$ cat src/imu_spi_pkg.sv
/*
 * Constants and types for the register-mapped SPI slave port of an
 * inertial sensor unit and its built-in-test health word.
 * Assumes the sensor core delivers samples, faults and timestamps on clk.
 */
package imu_spi_pkg;

    localparam int         WORD_BITS      = 16;
    localparam int         SYNC_DEPTH     = 2;

    // Read addresses (even, two bytes returned)
    localparam logic [7:0] ADDR_GYRO_X    = 8'h04;
    localparam logic [7:0] ADDR_GYRO_Y    = 8'h06;
    localparam logic [7:0] ADDR_GYRO_Z    = 8'h08;
    localparam logic [7:0] ADDR_ACCEL_X   = 8'h0a;
    localparam logic [7:0] ADDR_ACCEL_Y   = 8'h0c;
    localparam logic [7:0] ADDR_ACCEL_Z   = 8'h0e;
    localparam logic [7:0] ADDR_GYRO_TEMP = 8'h16;
    localparam logic [7:0] ADDR_PCB_TEMP  = 8'h18;
    localparam logic [7:0] ADDR_TEST_DRDY = 8'h34;
    localparam logic [7:0] ADDR_RATE_SEL  = 8'h36;
    localparam logic [7:0] ADDR_RANGE_FLT = 8'h38;
    localparam logic [7:0] ADDR_ALERT_EN  = 8'h3a;
    localparam logic [7:0] ADDR_DIAG      = 8'h3c;
    localparam logic [7:0] ADDR_BUILD     = 8'h52;
    localparam logic [7:0] ADDR_UNIT_INFO = 8'h54;

    // Burst commands
    localparam logic [7:0] ADDR_BURST_STD = 8'h3e;
    localparam logic [7:0] ADDR_BURST_EXT = 8'h3f;
    localparam logic [7:0] ADDR_BURST_S0  = 8'h41;
    localparam logic [7:0] ADDR_BURST_S1  = 8'h42;

    // Write addresses (one byte each)
    localparam logic [6:0] WADDR_SELFTEST = 7'h35;
    localparam logic [6:0] WADDR_DRDY     = 7'h34;
    localparam logic [6:0] WADDR_RATE_SEL = 7'h37;
    localparam logic [6:0] WADDR_RANGE    = 7'h39;
    localparam logic [6:0] WADDR_FILTER   = 7'h38;
    localparam logic [6:0] WADDR_ALERT_EN = 7'h3b;
    localparam int         WRITE_FLAG_BIT = 15;

    // Values after reset
    localparam logic [7:0] RST_SELFTEST   = 8'h00;
    localparam logic [7:0] RST_DRDY       = 8'h04;
    localparam logic [7:0] RST_RATE_SEL   = 8'h01;
    localparam logic [7:0] RST_RANGE      = 8'h02;
    localparam logic [7:0] RST_FILTER     = 8'h06;

    // Health word bit positions
    localparam int         HB_FATAL       = 0;
    localparam int         HB_HW_FAULT    = 1;
    localparam int         HB_LINK_FAULT  = 2;
    localparam int         HB_FW_FAULT    = 3;
    localparam int         HB_SUMMARY     = 8;
    localparam int         HB_HW_ALERT    = 9;
    localparam int         HB_LINK_ALERT  = 10;
    localparam int         HB_FW_ALERT    = 11;
    localparam int         HB_OVERRANGE   = 12;

    // Burst packet lengths in words
    localparam logic [3:0] LEN_STD        = 4'h9;
    localparam logic [3:0] LEN_EXT        = 4'hb;
    localparam logic [3:0] LEN_S0         = 4'h9;
    localparam logic [3:0] LEN_S1         = 4'h7;
    localparam int         PKT_WORDS      = 11;

    typedef struct packed {
        logic [15:0] gyro_x;
        logic [15:0] gyro_y;
        logic [15:0] gyro_z;
        logic [15:0] accel_x;
        logic [15:0] accel_y;
        logic [15:0] accel_z;
        logic [15:0] gyro_temp;
        logic [15:0] pcb_temp;
    } sensor_set_t;

    typedef struct packed {
        logic fatal;
        logic hw;
        logic link;
        logic fw;
    } fault_set_t;

    typedef struct packed {
        logic sensor;
        logic fw;
        logic link;
        logic hw;
    } alert_en_t;

    localparam alert_en_t  RST_ALERT_EN   = 4'h8;

    typedef struct packed {
        logic [15:0] sample_to_sync_time;
        logic [15:0] sync_to_ready_time;
    } stamps_t;

endpackage : imu_spi_pkg

$ cat src/imu_spi_slave.sv
/*
 * SPI slave (mode 3, 16-bit words, MSB first) with polled register reads,
 * burst packet reads, byte writes to configuration, and the health word.
 * Assumes sclk, cs_n and mosi come from pins asynchronous to clk, sclk is
 * much slower than clk, and all other inputs are synchronous to clk.
 */
// Functional notes
// - Two-byte health word, error flags low byte, alerts high byte, leads every packet.
// - Bit 0 is the fatal failure flag, 1 while the core reports a fatal fault.
// - Bits 1,2,3 flag hardware, communication and software faults.
// - Bit 8 is set when any enabled alert source is set.
// - Bit 12 reports sensor over-range when the sensor alert is enabled.
// - Alerts enabled per type; after reset only the sensor alert is enabled.
// - Over-range comes from rate sensors only, never from accelerometers.
// - Device is a slave only; it answers transfers the master starts.
// - All link transfers are 16-bit words, most significant bit first.
// - Clock idles high; data sampled on rising edge, driven on falling edge.
// - Paired bytes read together at first address, each written at its own.
// - Read command 0x3E starts standard burst, 0x3F extended burst.
// - Read commands 0x41 and 0x42 start scaled type 0 and 1 bursts.
// - Only the extended burst carries the two microsecond timestamps.
// - Burst packets carry separately scaled sensor data, not register scaling.
// - Self-test and data-ready read at 0x34; self-test write starts test; data-ready 0x04.
// - Output data rate read at 0x36, 0x01 after reset.
// - Gyro range 0x02 and filter 0x06 read at 0x38, written crosswise.
// - Read-only diagnostic status at 0x3C.
// - Build code at 0x52 and unit information code at 0x54, read only.
// - Read command is address then zero byte; answer in next 16 clocks.
// - Reads return two bytes, writes carry one byte.
module imu_spi_slave #(
    parameter logic [15:0] BUILD_CODE     = 16'h00c3,  // Arbitrary value
    parameter logic [15:0] UNIT_INFO_CODE = 16'h0001   // Arbitrary value
) (
    input  wire logic                      clk,
    input  wire logic                      rstn,
    input  wire logic                      sclk,
    input  wire logic                      chip_select_n,
    input  wire logic                      mosi,
    output logic                           miso,
    output logic                           miso_oe_n,
    input  wire imu_spi_pkg::sensor_set_t  raw_data,
    input  wire imu_spi_pkg::sensor_set_t  scaled_data,
    input  wire imu_spi_pkg::stamps_t      stamps,
    input  wire imu_spi_pkg::fault_set_t   faults,
    input  wire logic                      gyro_overrange,
    input  wire logic [15:0]               diag_status,
    output logic [15:0]                    health_word,
    output logic                           selftest_start,
    output logic [7:0]                     selftest_trigger,
    output logic [7:0]                     drdy_config,
    output logic [7:0]                     sample_rate_select,
    output logic [7:0]                     gyro_range_select,
    output logic [7:0]                     filter_cutoff_select
);

    logic [2:0]                  sync1_reg;
    logic [2:0]                  sync2_reg;
    logic                        sclk_prev_reg;
    logic                        sclk_s;
    logic                        cs_n_s;
    logic                        mosi_s;
    logic                        rise;
    logic                        fall;
    logic                        sel;
    logic [3:0]                  bit_cnt_reg;
    logic [15:0]                 rx_reg;
    logic [15:0]                 rx_word;
    logic                        word_done;
    logic [15:0]                 tx_reg;
    logic [15:0]                 reply_next;
    logic [15:0]                 read_data;
    logic [3:0]                  burst_len_reg;
    logic [3:0]                  burst_idx_reg;
    logic [15:0]                 pkt [0:imu_spi_pkg::PKT_WORDS-1];
    imu_spi_pkg::alert_en_t      alert_en_reg;
    logic                        wr_cmd;
    logic [6:0]                  wr_addr;
    logic [7:0]                  wr_data;
    logic [7:0]                  rd_addr;
    logic [3:0]                  start_len;

    // Two-stage synchronisers for pin inputs
    always_ff @(posedge clk or negedge rstn) begin
        if (!rstn) begin
            // Idle pin levels, so no false sclk edge follows reset
            sync1_reg     <= 3'h7;
            sync2_reg     <= 3'h7;
            sclk_prev_reg <= 1'b1;
        end else begin
            sync1_reg     <= {sclk, chip_select_n, mosi};
            sync2_reg     <= sync1_reg;
            sclk_prev_reg <= sync2_reg[2];
        end
    end

    assign sclk_s = sync2_reg[2];
    assign cs_n_s = sync2_reg[1];
    assign mosi_s = sync2_reg[0];
    assign sel    = !cs_n_s;
    assign rise   = sel && sclk_s && !sclk_prev_reg;
    assign fall   = sel && !sclk_s && sclk_prev_reg;

    // Bit counter and receive shifter
    always_ff @(posedge clk or negedge rstn) begin
        if (!rstn) begin
            bit_cnt_reg <= 4'h0;
            rx_reg      <= 16'h0000;
        end else if (!sel) begin
            bit_cnt_reg <= 4'h0;
        end else if (rise) begin
            bit_cnt_reg <= bit_cnt_reg + 4'h1;
            rx_reg      <= rx_word;
        end
    end

    assign rx_word   = {rx_reg[14:0], mosi_s};
    assign word_done = rise && (bit_cnt_reg == 4'hf);
    assign wr_cmd    = rx_word[imu_spi_pkg::WRITE_FLAG_BIT];
    assign wr_addr   = rx_word[14:8];
    assign wr_data   = rx_word[7:0];
    assign rd_addr   = rx_word[15:8];

    // Packet word list; shorter packets use its head
    always_comb begin
        pkt[0]  = health_word;
        pkt[1]  = scaled_data.gyro_x;
        pkt[2]  = scaled_data.gyro_y;
        pkt[3]  = scaled_data.gyro_z;
        pkt[4]  = scaled_data.accel_x;
        pkt[5]  = scaled_data.accel_y;
        pkt[6]  = scaled_data.accel_z;
        pkt[7]  = scaled_data.gyro_temp;
        pkt[8]  = scaled_data.pcb_temp;
        pkt[9]  = stamps.sample_to_sync_time;
        pkt[10] = stamps.sync_to_ready_time;
    end

    // Polled register read map
    always_comb begin
        unique case ({rd_addr[7:1], 1'b0})
            imu_spi_pkg::ADDR_GYRO_X:    read_data = raw_data.gyro_x;
            imu_spi_pkg::ADDR_GYRO_Y:    read_data = raw_data.gyro_y;
            imu_spi_pkg::ADDR_GYRO_Z:    read_data = raw_data.gyro_z;
            imu_spi_pkg::ADDR_ACCEL_X:   read_data = raw_data.accel_x;
            imu_spi_pkg::ADDR_ACCEL_Y:   read_data = raw_data.accel_y;
            imu_spi_pkg::ADDR_ACCEL_Z:   read_data = raw_data.accel_z;
            imu_spi_pkg::ADDR_GYRO_TEMP: read_data = raw_data.gyro_temp;
            imu_spi_pkg::ADDR_PCB_TEMP:  read_data = raw_data.pcb_temp;
            imu_spi_pkg::ADDR_TEST_DRDY: read_data = {selftest_trigger, drdy_config};
            imu_spi_pkg::ADDR_RATE_SEL:  read_data = {sample_rate_select, 8'h00};
            imu_spi_pkg::ADDR_RANGE_FLT: read_data = {gyro_range_select, filter_cutoff_select};
            imu_spi_pkg::ADDR_ALERT_EN:  read_data = {12'h000, alert_en_reg};
            imu_spi_pkg::ADDR_DIAG:      read_data = diag_status;
            imu_spi_pkg::ADDR_BUILD:     read_data = BUILD_CODE;
            imu_spi_pkg::ADDR_UNIT_INFO: read_data = UNIT_INFO_CODE;
            default:                     read_data = 16'h0000;
        endcase
    end

    // Burst command decode
    always_comb begin
        unique case (rd_addr)
            imu_spi_pkg::ADDR_BURST_STD: start_len = imu_spi_pkg::LEN_STD;
            imu_spi_pkg::ADDR_BURST_EXT: start_len = imu_spi_pkg::LEN_EXT;
            imu_spi_pkg::ADDR_BURST_S0:  start_len = imu_spi_pkg::LEN_S0;
            imu_spi_pkg::ADDR_BURST_S1:  start_len = imu_spi_pkg::LEN_S1;
            default:                     start_len = 4'h0;
        endcase
    end

    // Word to send during the next 16 clocks
    always_comb begin
        if (wr_cmd) begin
            reply_next = 16'h0000;
        end else if (start_len != 4'h0 && rx_word[7:0] == 8'h00) begin
            reply_next = pkt[0];
        end else if (rx_word == 16'h0000 && burst_idx_reg < burst_len_reg) begin
            reply_next = pkt[burst_idx_reg];
        end else if (rx_word[7:0] == 8'h00) begin
            reply_next = read_data;
        end else begin
            reply_next = 16'h0000;
        end
    end

    // Burst progress; ends on any other command or deselect
    always_ff @(posedge clk or negedge rstn) begin
        if (!rstn) begin
            burst_len_reg <= 4'h0;
            burst_idx_reg <= 4'h0;
        end else if (!sel) begin
            burst_len_reg <= 4'h0;
            burst_idx_reg <= 4'h0;
        end else if (word_done) begin
            if (!wr_cmd && start_len != 4'h0 && rx_word[7:0] == 8'h00) begin
                burst_len_reg <= start_len;
                burst_idx_reg <= 4'h1;
            end else if (rx_word == 16'h0000 && burst_idx_reg < burst_len_reg) begin
                burst_idx_reg <= burst_idx_reg + 4'h1;
            end else begin
                burst_len_reg <= 4'h0;
                burst_idx_reg <= 4'h0;
            end
        end
    end

    // Transmit word and pin drive
    always_ff @(posedge clk or negedge rstn) begin
        if (!rstn) begin
            tx_reg    <= 16'h0000;
            miso      <= 1'b0;
            miso_oe_n <= 1'b1;
        end else begin
            miso_oe_n <= cs_n_s;
            if (!sel) begin
                tx_reg <= 16'h0000;
            end else if (word_done) begin
                tx_reg <= reply_next;
            end
            if (fall) begin
                miso <= tx_reg[4'hf - bit_cnt_reg];
            end
        end
    end

    // Configuration byte writes
    always_ff @(posedge clk or negedge rstn) begin
        if (!rstn) begin
            selftest_trigger     <= imu_spi_pkg::RST_SELFTEST;
            drdy_config          <= imu_spi_pkg::RST_DRDY;
            sample_rate_select   <= imu_spi_pkg::RST_RATE_SEL;
            gyro_range_select    <= imu_spi_pkg::RST_RANGE;
            filter_cutoff_select <= imu_spi_pkg::RST_FILTER;
            alert_en_reg         <= imu_spi_pkg::RST_ALERT_EN;
            selftest_start       <= 1'b0;
        end else begin
            selftest_start <= word_done && wr_cmd && wr_addr == imu_spi_pkg::WADDR_SELFTEST;
            if (word_done && wr_cmd) begin
                unique case (wr_addr)
                    imu_spi_pkg::WADDR_SELFTEST: selftest_trigger     <= wr_data;
                    imu_spi_pkg::WADDR_DRDY:     drdy_config          <= wr_data;
                    imu_spi_pkg::WADDR_RATE_SEL: sample_rate_select   <= wr_data;
                    imu_spi_pkg::WADDR_RANGE:    gyro_range_select    <= wr_data;
                    imu_spi_pkg::WADDR_FILTER:   filter_cutoff_select <= wr_data;
                    imu_spi_pkg::WADDR_ALERT_EN: alert_en_reg         <= wr_data[3:0];
                    default:                     selftest_trigger     <= selftest_trigger;
                endcase
            end
        end
    end

    // Health word
    always_ff @(posedge clk or negedge rstn) begin
        if (!rstn) begin
            health_word <= 16'h0000;
        end else begin
            health_word                            <= 16'h0000;
            health_word[imu_spi_pkg::HB_FATAL]     <= faults.fatal;
            health_word[imu_spi_pkg::HB_HW_FAULT]  <= faults.hw;
            health_word[imu_spi_pkg::HB_LINK_FAULT] <= faults.link;
            health_word[imu_spi_pkg::HB_FW_FAULT]  <= faults.fw;
            health_word[imu_spi_pkg::HB_HW_ALERT]  <= faults.hw && alert_en_reg.hw;
            health_word[imu_spi_pkg::HB_LINK_ALERT] <= faults.link && alert_en_reg.link;
            health_word[imu_spi_pkg::HB_FW_ALERT]  <= faults.fw && alert_en_reg.fw;
            health_word[imu_spi_pkg::HB_OVERRANGE] <= gyro_overrange && alert_en_reg.sensor;
            health_word[imu_spi_pkg::HB_SUMMARY]   <= (faults.hw && alert_en_reg.hw)
                                                    || (faults.link && alert_en_reg.link)
                                                    || (faults.fw && alert_en_reg.fw)
                                                    || (gyro_overrange && alert_en_reg.sensor);
        end
    end

    property p_fatal;
        @(posedge clk) disable iff (!rstn)
        faults.fatal |=> health_word[0];
    endproperty
    a_fatal: assert property (p_fatal) else $error("fatal flag missing");

    property p_summary;
        @(posedge clk) disable iff (!rstn)
        health_word[8] == (|health_word[12:9]);
    endproperty
    a_summary: assert property (p_summary) else $error("summary alert mismatch");

    property p_overrange;
        @(posedge clk) disable iff (!rstn)
        health_word[12] |-> $past(gyro_overrange);
    endproperty
    a_overrange: assert property (p_overrange) else $error("over-range without rate cause");

    property p_alert_gate;
        @(posedge clk) disable iff (!rstn)
        !alert_en_reg.hw |=> !health_word[9];
    endproperty
    a_alert_gate: assert property (p_alert_gate) else $error("disabled alert shown");

    property p_miso_edge;
        @(posedge clk) disable iff (!rstn)
        $changed(miso) |-> $past(fall);
    endproperty
    a_miso_edge: assert property (p_miso_edge) else $error("miso moved off falling edge");

    property p_release;
        @(posedge clk) disable iff (!rstn)
        !sel |=> miso_oe_n;
    endproperty
    a_release: assert property (p_release) else $error("miso driven while deselected");

    property p_word;
        @(posedge clk) disable iff (!rstn)
        word_done |=> bit_cnt_reg == 4'h0 ##0 tx_reg == $past(reply_next);
    endproperty
    a_word: assert property (p_word) else $error("word boundary wrong");

    property p_burst;
        @(posedge clk) disable iff (!rstn)
        word_done && rx_word == 16'h3e00 |=> tx_reg == $past(health_word) ##0 burst_len_reg == 4'h9;
    endproperty
    a_burst: assert property (p_burst) else $error("standard burst not started");

    property p_drdy_write;
        @(posedge clk) disable iff (!rstn)
        word_done && rx_word[15:8] == 8'hb4 |=> drdy_config == $past(rx_word[7:0]);
    endproperty
    a_drdy_write: assert property (p_drdy_write) else $error("data-ready write lost");

    property p_selftest;
        @(posedge clk) disable iff (!rstn)
        word_done && rx_word[15:8] == 8'hb5 |=> selftest_start ##1 !selftest_start;
    endproperty
    a_selftest: assert property (p_selftest) else $error("self-test pulse wrong");

    property p_reserved;
        @(posedge clk) disable iff (!rstn)
        word_done && rx_word == 16'h1000 |=> tx_reg == 16'h0000;
    endproperty
    a_reserved: assert property (p_reserved) else $error("reserved read not zero");

endmodule : imu_spi_slave

$ cat config.mk
export PLATFORM = sky130hd
export DESIGN_NAME = imu_spi_slave
export DESIGN_NICKNAME = d
export VERILOG_FILES = /design/src/imu_spi_pkg.sv /design/src/imu_spi_slave.sv
export SDC_FILE = /design/constraint.sdc
export NUM_CORES = 1
export LEC_CHECK = 0
export BUFFER_PORTS_ARGS = -buffer_cell sky130_fd_sc_hd__buf_4
export CAP_MARGIN = 5
export CELL_PAD_IN_SITES_DETAIL_PLACEMENT = 1
export CELL_PAD_IN_SITES_GLOBAL_PLACEMENT = 1
export CORE_MARGIN = 2
export CORE_UTILIZATION = 35
export DETAILED_ROUTE_END_ITERATION = 8
export HOLD_SLACK_MARGIN = 0.02
export PLACE_DENSITY = 0.85
export SYNTH_ARGS = -nofsm -noshare
export SYNTH_HDL_FRONTEND = slang
export SYNTH_SLANG_ARGS = --single-unit
$ cat constraint.sdc
create_clock -name clk -period 2.2 [get_ports clk]
set_input_delay 0.22 -clock clk [delete_from_list [all_inputs] [get_ports clk]]
set_output_delay 0.22 -clock clk [all_outputs]
set_load 0.05 [all_outputs]
==> results.py, run 1 <==
metrics = {
    "run_status": {
        "status": "finished with violations",
        "failed_checks": "setup timing",
    },
    "power_and_ir_drop": {
        "power_density_mw_per_mm2": 462,
        "cellLeakagePower_nw": 5.69,
        "swShare_pct": 33.5,
        "peakVddDrop_mv": 0.401,
        "comb_power_share_pct": 35.1,
        "power.switching_w": 0.00194,
        "p_int_w": 0.00384,
        "power_frac_seq_pct": 36.8,
        "clockPowerShare_pct": 28.1,
    },
    "yosys": {
        "yosys-top-cells-area": "dfrtp_1 (29%), mux2_2 (13%), mux4_2 (9.5%), dfstp_2 (4.7%), mux2i_1 (4.6%)",
        "synth_enable_flop_cells": 0,
        "syn_avg_cell_area_um2": 10.5,
        "synth-seq-cells": 106,
        "synth_compound_area_share_pct": 18.2,
        "async_reset_ff_share_pct": 100,
        "yosysTopAreaCell": "dfrtp_1",
        "synth_common_cells": "dfrtp_1 (92), mux2_2 (89), nand2_1 (45)",
        "yosysMostFrequentCell": "dfrtp_1",
        "synth_top_family_by_area": "multiplexers",
        "yosysSeqAreaShare_pct": 34.1,
        "yosys.area_share.simple_pct": 14.9,
        "synth_area_mm2": 0.00782,
        "ys_warn_count": 0,
        "synth_top_cell_area_share_pct": 29.4,
        "synth-adder-area-share_pct": 0.800,
        "synthMuxAreaShare_pct": 26.9,
        "synth_xor_area_share_pct": 0.560,
        "synthDistinctLibCells": 79,
        "ys.flop_type": "dfrtp_1",
        "synth_cells": 748,
    },
    "timing": {
        "hold_slack_ps": 128,
        "setup_viol": 2,
        "drv_slew": 0,
        "skew_ps": 10.6,
        "rsz0062_at_grt": "yes",
        "fin_crit_ps": 2210,
        "finalCritPeriodShare_pct": 100,
        "hold_violations": 0,
        "fmax_mhz": 453,
        "setup_slack_ps": -9.16,
        "worst_pin_slew_ps": 544,
        "max_slew_margin_pct": 63.5,
    },
    "floorplan": {
        "chipHeight_um": 154,
        "initial_core_util_pct": 35.7,
        "core.rowCount": 54,
        "fp.dieArea_mm2": 0.0236,
        "io_pins": 373,
        "die_w_um": 154,
        "core_mm2": 0.0219,
    },
    "clock_network": {
        "clk_path_buf_depth": 2,
        "clock_latency_ps": 370,
        "cts_sinks": 106,
        "cts.clk_slew.worst_paths_ps": 80,
        "htree_num_levels": 3,
        "numCtsBuffers": 9,
        "cts_tree": "done",
        "clock-root-buffer": "clkbuf_16",
    },
    "worst_hold_path": {
        "hold_class": "in2reg",
        "min_to": "health_word[12]$_DFF_PN0_",
        "hp-start": "gyro_overrange",
        "min_path_cells": 2,
    },
    "grt": {
        "antenna_found_initial": 2,
        "grt_pass1_vias": 9754,
        "grtUsageTotal_pct": 32.9,
        "grt_pass1_wl_um": 58400,
        "grt_start_max_net_pins": 46,
        "grt-ovfl-total": 0,
    },
    "detailed_routing": {
        "wl_per_cell_um": 26.5,
        "post-route-drc-count": 0,
        "totalWireLength_um": 40000,
        "first_iter_violations": 668,
        "ant_nets": 0,
        "via_per_inst": 5.88,
        "firstDrtPassIters": 5,
        "vias": 8893,
    },
    "worst_setup_path": {
        "worstRegToRegCells": 8,
        "r2r_slack_ps": -9,
        "r2r_end": "tx_reg[6]$_DFFE_PN0P_",
        "worstReg2RegStart": "rx_reg[13]$_DFFE_PN0P_",
        "cp.arrival_ps": 2520,
        "path_class": "reg2reg",
        "crit_path_end_kind": "flop",
        "crit_required_ps": 2510,
        "crit_fanout": 8,
        "start_kind": "flop",
    },
    "placed_design": {
        "place_congestion": 0.989,
        "dp_hpwl_um": 32800,
        "port_buffers": 365,
        "pre_cts_slack_ps": -206,
    },
    "layout": {
        "drive_above_1_share_pct": 59.8,
        "largest_reg_flops": 16,
        "syn2layout_area_growth_pct": 60.2,
        "final_util_pct": 57.2,
        "nets": 1544,
    },
    "job": {
        "cap_viol_max_count": 0,
    },
}
-- final cells by class --
| class | count | area, um^2 |
|---|---|---|
| fillers | 2479 | 9360 |
| multi-input cells | 577 | 5070 |
| repair buffers | 523 | 4100 |
| flip-flops and latches | 106 | 2680 |
| well taps | 280 | 350 |
| clock buffers | 9 | 225 |
| clock inverters | 7 | 61.3 |
| inverters | 8 | 30.0 |
| diodes | 2 | 5.00 |
-- cells by family after synthesis --
group           Yosys count
xor+xnor                  5
fa+ha+maj                 5
mux                     158
buf+inv                  71
flops                   106
other cells               1
compound gates          189
simple gates            213
-- worst max-delay path by stage --
stage / start / end / slack [ps] / depth (start not counted)
final: rx_reg[13]$_DFFE_PN0P_ / tx_reg[6]$_DFFE_PN0P_ / -9 / 8
after global routing: rx_reg[13]$_DFFE_PN0P_ / tx_reg[11]$_DFFE_PN0P_ / -80 / 9
after CTS: rx_reg[13]$_DFFE_PN0P_ / sample_rate_select[1]$_DFFE_PN0P_ / -0.7 / 7
after detailed placement: rx_reg[14]$_DFFE_PN0P_ / tx_reg[8]$_DFFE_PN0P_ / -210 / 6
after global placement: rx_reg[14]$_DFFE_PN0P_ / tx_reg[8]$_DFFE_PN0P_ / -210 / 6
after floorplan: rx_reg[8]$_DFFE_PN0P_ / tx_reg[3]$_DFFE_PN0P_ / 160 / 8
-- per-stage QoR --
| step | instance area [um^2] | power, W | TNS [ps] | cells |
|---|---|---|---|---|
| 2_1_floorplan | 7850 | 0.00292 | 0 | 754 |
| 3_3_place_gp | 11800 | 0.00402 | -1100 | 1477 |
| 3_5_place_dp | 11800 | 0.00407 | -1500 | 1477 |
| 4_1_cts | 12300 | 0.00571 | -0.676 | 1505 |
| 5_1_grt | 12500 | 0.00598 | -605 | 1512 |
| 6_report | 12500 | 0.00578 | -13.4 | 1512 |
-- timing repair --
| item | CTS | global route |
|---|---|---|
| gates cloned | 0 | 0 |
| resized for setup | 24 | 58 |
| setup endpoints to repair | 29 | 67 |
| pin swaps | 5 | 19 |
| setup buffers | 4 | 5 |
| hold buffers | 8 | 0 |
| endpoints found under the hold margin | 21 | 0 |
-- per-layer routing --
metal	vias up	global-route usage [%]	part of all wire [%]
met4	0	17.1	5.0
met1	4393	36.9	36
li1	3856	-	-
met5	-	0	0
met2	527	58.3	51
met3	117	7.58	8.3
-- critical path, stage by stage (launching register included) --
cell	delay [ps]
dfrtp_2	460
buf_6	140
nor4_4	280
nand3_2	130
or3_4	420
a211oi_4	290
buf_4	170
a22o_1	160
a21o_1	90
-- power groups by stage --
| stage | Clock (W) | Sequential (W) | Combinational (W) |
|---|---|---|---|
| after floorplan | 0 | 0.00218 | 0.000745 |
| after global placement | 0 | 0.00215 | 0.00188 |
| after detailed placement | 0 | 0.00215 | 0.00192 |
| after CTS | 0.00163 | 0.00212 | 0.00196 |
| after global routing | 0.00171 | 0.00214 | 0.00213 |
| final | 0.00162 | 0.00213 | 0.00203 |
-- cell usage in the layout (no fill, tap or decap), types with 7 or more instances in the layout --
master / Yosys / final
a22o_1: 7 / 7
dfstp_2: 14 / 14
dfrtp_1: 92 / 83
nor3_1: 8 / 7
mux2_2: 89 / 89
dlygate4sd3_1: 0 / 8
nor2_1: 44 / 39
buf_12: 0 / 8
clkbuf_16: 0 / 9
mux4_2: 33 / 33
nand3_1: 18 / 17
mux2i_1: 36 / 35
and2_1: 18 / 18
o31ai_1: 14 / 9
inv_1: 7 / 7
o21ai_0: 25 / 15
dfrtp_2: 0 / 9
a221oi_1: 21 / 19
nand4_1: 12 / 12
o21ai_1: 4 / 10
nor2b_1: 19 / 16
buf_4: 10 / 494
nand2_1: 45 / 43
a21oi_1: 22 / 21
o22ai_1: 14 / 13
a22oi_1: 27 / 25
buf_6: 2 / 11
conb_1: 1 / 7
No activity file was read; power rests on OpenSTA's default activity.
==> run 2: changes to the inputs <==
Settings changed: RECOVER_POWER set to 25.
==> run 2 against run 1 <==
Net effect:
- the run still ends with setup timing left
- die area unchanged
- sequential cell count unchanged
- utilization about the same
- global-route usage unchanged
- clock skew decreased by 2.0 ps
- wire length about the same
- final area about the same
==> results.py, run 2 (synthesized netlist as in run 1, its figures left out) <==
metrics = {
    "power_and_ir_drop": {
        "peakVddDrop_mv": 0.399,
        "finalPower_w": 0.00578,
        "power_density_mw_per_mm2": 462,
        "cellLeakagePower_nw": 5.67,
    },
    "grt": {
        "grt_pass1_wl_um": 58400,
        "grtUsageTotal_pct": 32.9,
        "antenna_found_initial": 2,
        "grt-ovfl-total": 0,
        "grt_start_max_net_pins": 46,
        "grt_pass1_vias": 9754,
    },
    "clock_network": {
        "cts_sinks": 106,
        "cts.clk_slew.worst_paths_ps": 80,
        "clk_path_buf_depth": 2,
        "numCtsBuffers": 9,
        "cts_tree": "done",
        "htree_num_levels": 3,
        "clock-root-buffer": "clkbuf_16",
        "clock_latency_ps": 370,
    },
    "layout": {
        "drive_above_1_share_pct": 59.4,
        "syn2layout_area_growth_pct": 60.1,
        "layout_commonest_cell": "buf_4",
        "largest_reg_flops": 16,
        "layout_common_cells": "buf_4 (486), mux2_2 (89), dfrtp_1 (83)",
        "fin_cells": 1512,
        "nets": 1544,
    },
    "run_status": {
        "failed_checks": "setup timing",
        "status": "finished with violations",
    },
    "timing": {
        "drv_slew": 0,
        "fmax_mhz": 453,
        "skew_ps": 8.64,
        "setup_slack_ps": -9.90,
        "rsz0062_at_grt": "yes",
        "max_slew_margin_pct": 7.33,
        "setup_viol": 1,
        "hold_violations": 0,
        "worst_pin_slew_ps": 1390,
        "tns_ps": -9.90,
        "fin_crit_ps": 2210,
        "finalCritPeriodShare_pct": 100,
    },
    "floorplan": {
        "core.rowCount": 54,
        "die_w_um": 154,
        "fp.dieArea_mm2": 0.0236,
        "core_mm2": 0.0219,
        "chipHeight_um": 154,
        "io_pins": 373,
        "initial_core_util_pct": 35.7,
    },
    "worst_hold_path": {
        "min_to": "health_word[12]$_DFF_PN0_",
        "hp-start": "gyro_overrange",
        "min_path_cells": 2,
        "hold_class": "in2reg",
    },
    "worst_setup_path": {
        "critPathLaunch": "rx_reg[13]$_DFFE_PN0P_",
        "worstReg2RegStart": "rx_reg[13]$_DFFE_PN0P_",
        "r2r_end": "tx_reg[6]$_DFFE_PN0P_",
        "crit_required_ps": 2510,
        "path_class": "reg2reg",
        "cp.arrival_ps": 2520,
        "crit_fanout": 8,
        "worstRegToRegCells": 8,
        "crit_path_end_kind": "flop",
        "r2r_slack_ps": -10,
        "start_kind": "flop",
    },
    "detailed_routing": {
        "via_per_inst": 5.84,
        "firstDrtPassIters": 5,
        "wl_per_cell_um": 26.5,
        "vias": 8828,
        "ant_nets": 0,
        "post-route-drc-count": 0,
        "totalWireLength_um": 40000,
        "first_iter_violations": 675,
    },
    "job": {
        "cap_viol_max_count": 0,
    },
    "placed_design": {
        "place_congestion": 0.989,
        "placed_cells": 1477,
        "pre_cts_slack_ps": -206,
        "dp_hpwl_um": 32800,
        "port_buffers": 365,
    },
}
## run 2: cell count changes in the layout (fill, tap and decap cells not counted), sizes merged
cell    previous run  this run
buf              515       507
clkbuf             9        17
## run 2: worst max path at each step
stage	endpoint	slack, ps	cells past startpoint
final	tx_reg[6]$_DFFE_PN0P_	-10	8
after floorplan	tx_reg[3]$_DFFE_PN0P_	160	8
after detailed placement	tx_reg[8]$_DFFE_PN0P_	-210	6
after global placement	tx_reg[8]$_DFFE_PN0P_	-210	6
after global routing	tx_reg[11]$_DFFE_PN0P_	-80	9
after CTS	sample_rate_select[1]$_DFFE_PN0P_	-0.7	7
## run 2: routing by layer
layer	up-vias	global-route usage, %	wire length [um]
li1	3854	-	-
met1	4370	36.9	14700
met2	492	58.3	20200
met3	112	7.58	3080
met4	0	17.1	2040
met5	-	0	0
## run 2: per-stage QoR
step | utilization (%) | cell area [um^2] | hold WS (ps)
after floorplan | - | 7850 | -75.6
after global placement | 53.7 | 11800 | 137
after detailed placement | 53.7 | 11800 | 144
after CTS | 56.0 | 12300 | 124
after global routing | 57.2 | 12500 | 165
final | 57.2 | 12500 | 155
## run 2: repair_timing
| item | CTS | global route |
|---|---|---|
| setup buffers | 4 | 5 |
| resized for setup | 24 | 58 |
| endpoints found under the hold margin | 21 | 0 |
| cloned | 0 | 0 |
| hold buffers | 8 | 0 |
| setup endpoints to repair | 29 | 67 |
| pin swaps | 5 | 19 |
## run 2: critical path, cell delays in order, from the launching register on
cell and delay (ps):
dfrtp_2 460, buf_6 140, nor4_4 280, nand3_2 130, or3_4 430, a211oi_4 290
buf_4 170, a22o_1 150, a21o_1 90
## run 2: cell type report
type	count	area, um^2
Antenna cell	2	5.00
Clock buffer	9	225
Clock inverter	7	61.3
Fill cell	2479	9370
Inverter	8	30.0
Multi-Input combinational cell	577	5070
Sequential cell	106	2680
Tap cell	280	350
Timing Repair Buffer	523	4100
## run 2: power breakdown
part           internal (W)  leakage [nW]  switching, W
clock network      0.000792         0.140      0.000828
logic               0.00101          4.14       0.00102
registers           0.00204          1.39     0.0000891
==> run 3: changes to the inputs <==
Settings changed: CORE_ASPECT_RATIO set to 0.9, CTS_CLUSTER_DIAMETER set to 30.
==> run 3 against run 2 <==
Net effect:
- the run now ends clean
- register-to-register slack improved by 30 ps
- first-iteration DRC count rose by 17%
- worst setup slack improved by 27 ps
- sequential share of layout area rose by 0.35 points
- highest routed layer unchanged
- wire length rose by 2.6%
- utilization shrank 0.57 points
- final area is 1.6% lower
- power is 1.6% higher
- clock power up 3%
- critical endpoint is now tx_reg[9]$_DFFE_PN0P_
- largest power group unchanged
- hold slack worse by 51 ps
==> results.py, run 3 (synthesized netlist as in run 1, its figures left out) <==
metrics = {
    "layout": {
        "drive_above_1_share_pct": 58.1,
        "final_util_pct": 56.6,
        "largest_reg_flops": 16,
        "diodes": 0,
        "layout_commonest_cell": "buf_4",
        "syn2layout_area_growth_pct": 57.5,
        "layout_common_cells": "buf_4 (467), mux2_2 (89), dfrtp_1 (83)",
        "nets": 1525,
    },
    "detailed_routing": {
        "first_iter_violations": 790,
        "vias": 8832,
        "totalWireLength_um": 41100,
        "wl_per_cell_um": 27.3,
        "ant_nets": 0,
        "post-route-drc-count": 0,
        "via_per_inst": 5.88,
        "firstDrtPassIters": 5,
    },
    "timing": {
        "setup_viol": 0,
        "fin_crit_ps": 2180,
        "rsz0062_at_grt": "yes",
        "hold_violations": 0,
        "drv_slew": 0,
        "skew_ps": 10.2,
        "fmax_mhz": 458,
        "tns_ps": 0,
        "finalCritPeriodShare_pct": 99.2,
        "max_slew_margin_pct": 34.2,
        "hold_slack_ps": 104,
        "worst_pin_slew_ps": 987,
    },
    "worst_setup_path": {
        "worst_path_max_delay_cell": "or4b_4",
        "slowest_delay_ps": 540,
        "crit_required_ps": 2480,
        "cp.arrival_ps": 2460,
        "crit_fanout": 7,
        "crit_path_end_kind": "flop",
        "crit_chain": "buf_6 -> or4b_4 -> buf_4 -> nor2_4 -> a222oi_1 -> o221ai_1 -> nand2_1 -> a41oi_1",
        "path_class": "reg2reg",
        "start_kind": "flop",
    },
    "worst_hold_path": {
        "hold_class": "in2reg",
    },
    "grt": {
        "grt_start_max_net_pins": 51,
        "antenna_found_initial": 0,
        "grt-ovfl-total": 0,
        "grtUsageTotal_pct": 33.8,
        "grt_pass1_wl_um": 59800,
        "grt_pass1_vias": 9321,
    },
    "floorplan": {
        "io_pins": 373,
        "chipHeight_um": 146,
        "fp.dieArea_mm2": 0.0236,
        "core_mm2": 0.0218,
        "die_w_um": 162,
        "core.rowCount": 51,
        "initial_core_util_pct": 36.0,
    },
    "clock_network": {
        "cts_sinks": 106,
        "cts.clk_slew.worst_paths_ps": 90,
        "cts_tree": "done",
        "clock-root-buffer": "clkbuf_16",
        "clk_path_buf_depth": 2,
        "htree_num_levels": 3,
        "numCtsBuffers": 9,
        "clock_latency_ps": 370,
    },
    "power_and_ir_drop": {
        "cellLeakagePower_nw": 5.53,
        "power_density_mw_per_mm2": 477,
        "peakVddDrop_mv": 0.439,
        "finalPower_w": 0.00587,
    },
    "placed_design": {
        "place_congestion": 1.01,
        "port_buffers": 365,
        "dp_hpwl_um": 33100,
    },
    "run_status": {
        "status": "complete, no violations",
    },
    "job": {
        "cap_viol_max_count": 0,
    },
}
==> run 3: cell count changes in the layout (fill, tap and decap cells not counted), moves of 3 or more <==
cell     delta
o21ai_2     -3
o21ai_0     +8
o41ai_1     +3
buf_4      -19
o21ai_1     -4
o41ai_2     -3
==> run 3: routing by layer <==
layer  routed length [um]  up-vias  part of all wire, %  global-route usage (%)
li1                     -     3816                    -                       -
met1                17400     4493                   42                    46.7
met2                19500      462                   47                    53.7
met3                 3340       61                  8.1                    8.26
met4                  798        0                  1.9                    7.95
met5                    0        -                    0                       0
==> run 3: worst paths after layout <==
kind / depth (start not counted) / from / endpoint / slack [ps]
max reg2reg: 8 / rx_reg[14]$_DFFE_PN0P_ / tx_reg[9]$_DFFE_PN0P_ / 20
max: 8 / rx_reg[14]$_DFFE_PN0P_ / tx_reg[9]$_DFFE_PN0P_ / 20
min: 2 / gyro_overrange / health_word[12]$_DFF_PN0_ / 100
max in group asynchronous: 3 / rstn / burst_idx_reg[1]$_DFFE_PN0P_ / 250
min reg2reg: 0 / sync1_reg[1]$_DFF_PN1_ / sync2_reg[1]$_DFF_PN1_ / 360
min in group asynchronous: 2 / rstn / selftest_trigger[0]$_DFFE_PN0P_ / 550
==> run 3: critical path, delay by kind of cell (launching register included) <==
kind / cells / cell delay [ps]
AND/OR/NAND/NOR: 3 / 800
buffers and inverters: 2 / 290
AO/OA/AOI/OAI: 3 / 510
flip-flops: 1 / 470
==> run 3: power breakdown <==
| part | internal (W) | leakage (nW) | switching (W) |
|---|---|---|---|
| Clock | 0.000794 | 0.136 | 0.000875 |
| Sequential | 0.00204 | 1.39 | 0.0000960 |
| Combinational | 0.00103 | 4.00 | 0.00104 |
| Total | 0.00386 | 5.53 | 0.00202 |
==> run 3: what timing repair did <==
| item | 4_1_cts | 5_1_grt |
|---|---|---|
| gates cloned | 0 | 1 |
| hold buffers | 8 | 0 |
| setup endpoints to repair | 20 | 44 |
| gates resized for setup | 15 | 43 |
| endpoints found under the hold margin | 31 | 0 |
| pin swaps | 2 | 19 |
| buffers inserted | 4 | 9 |
==> run 3: cell type report <==
cell class                      instances  area (um^2)
Tap cell                              291          364
Timing Repair Buffer                  503         3940
Multi-Input combinational cell        578         5020
Clock inverter                          7         60.1
Inverter                                8         30.0
Clock buffer                            9          225
Sequential cell                       106         2680
Fill cell                            2436         9440
==> run 3: stage by stage <==
| step | instances | instance area, um^2 | setup slack, ps |
|---|---|---|---|
| global route | 1502 | 12300 | -44.5 |
| detailed placement | 1464 | 11600 | -177 |
| global placement | 1464 | 11600 | -121 |
| finish | 1502 | 12300 | 17.0 |
| CTS | 1492 | 12100 | 0.495 |
| floorplan | 754 | 7850 | 155 |
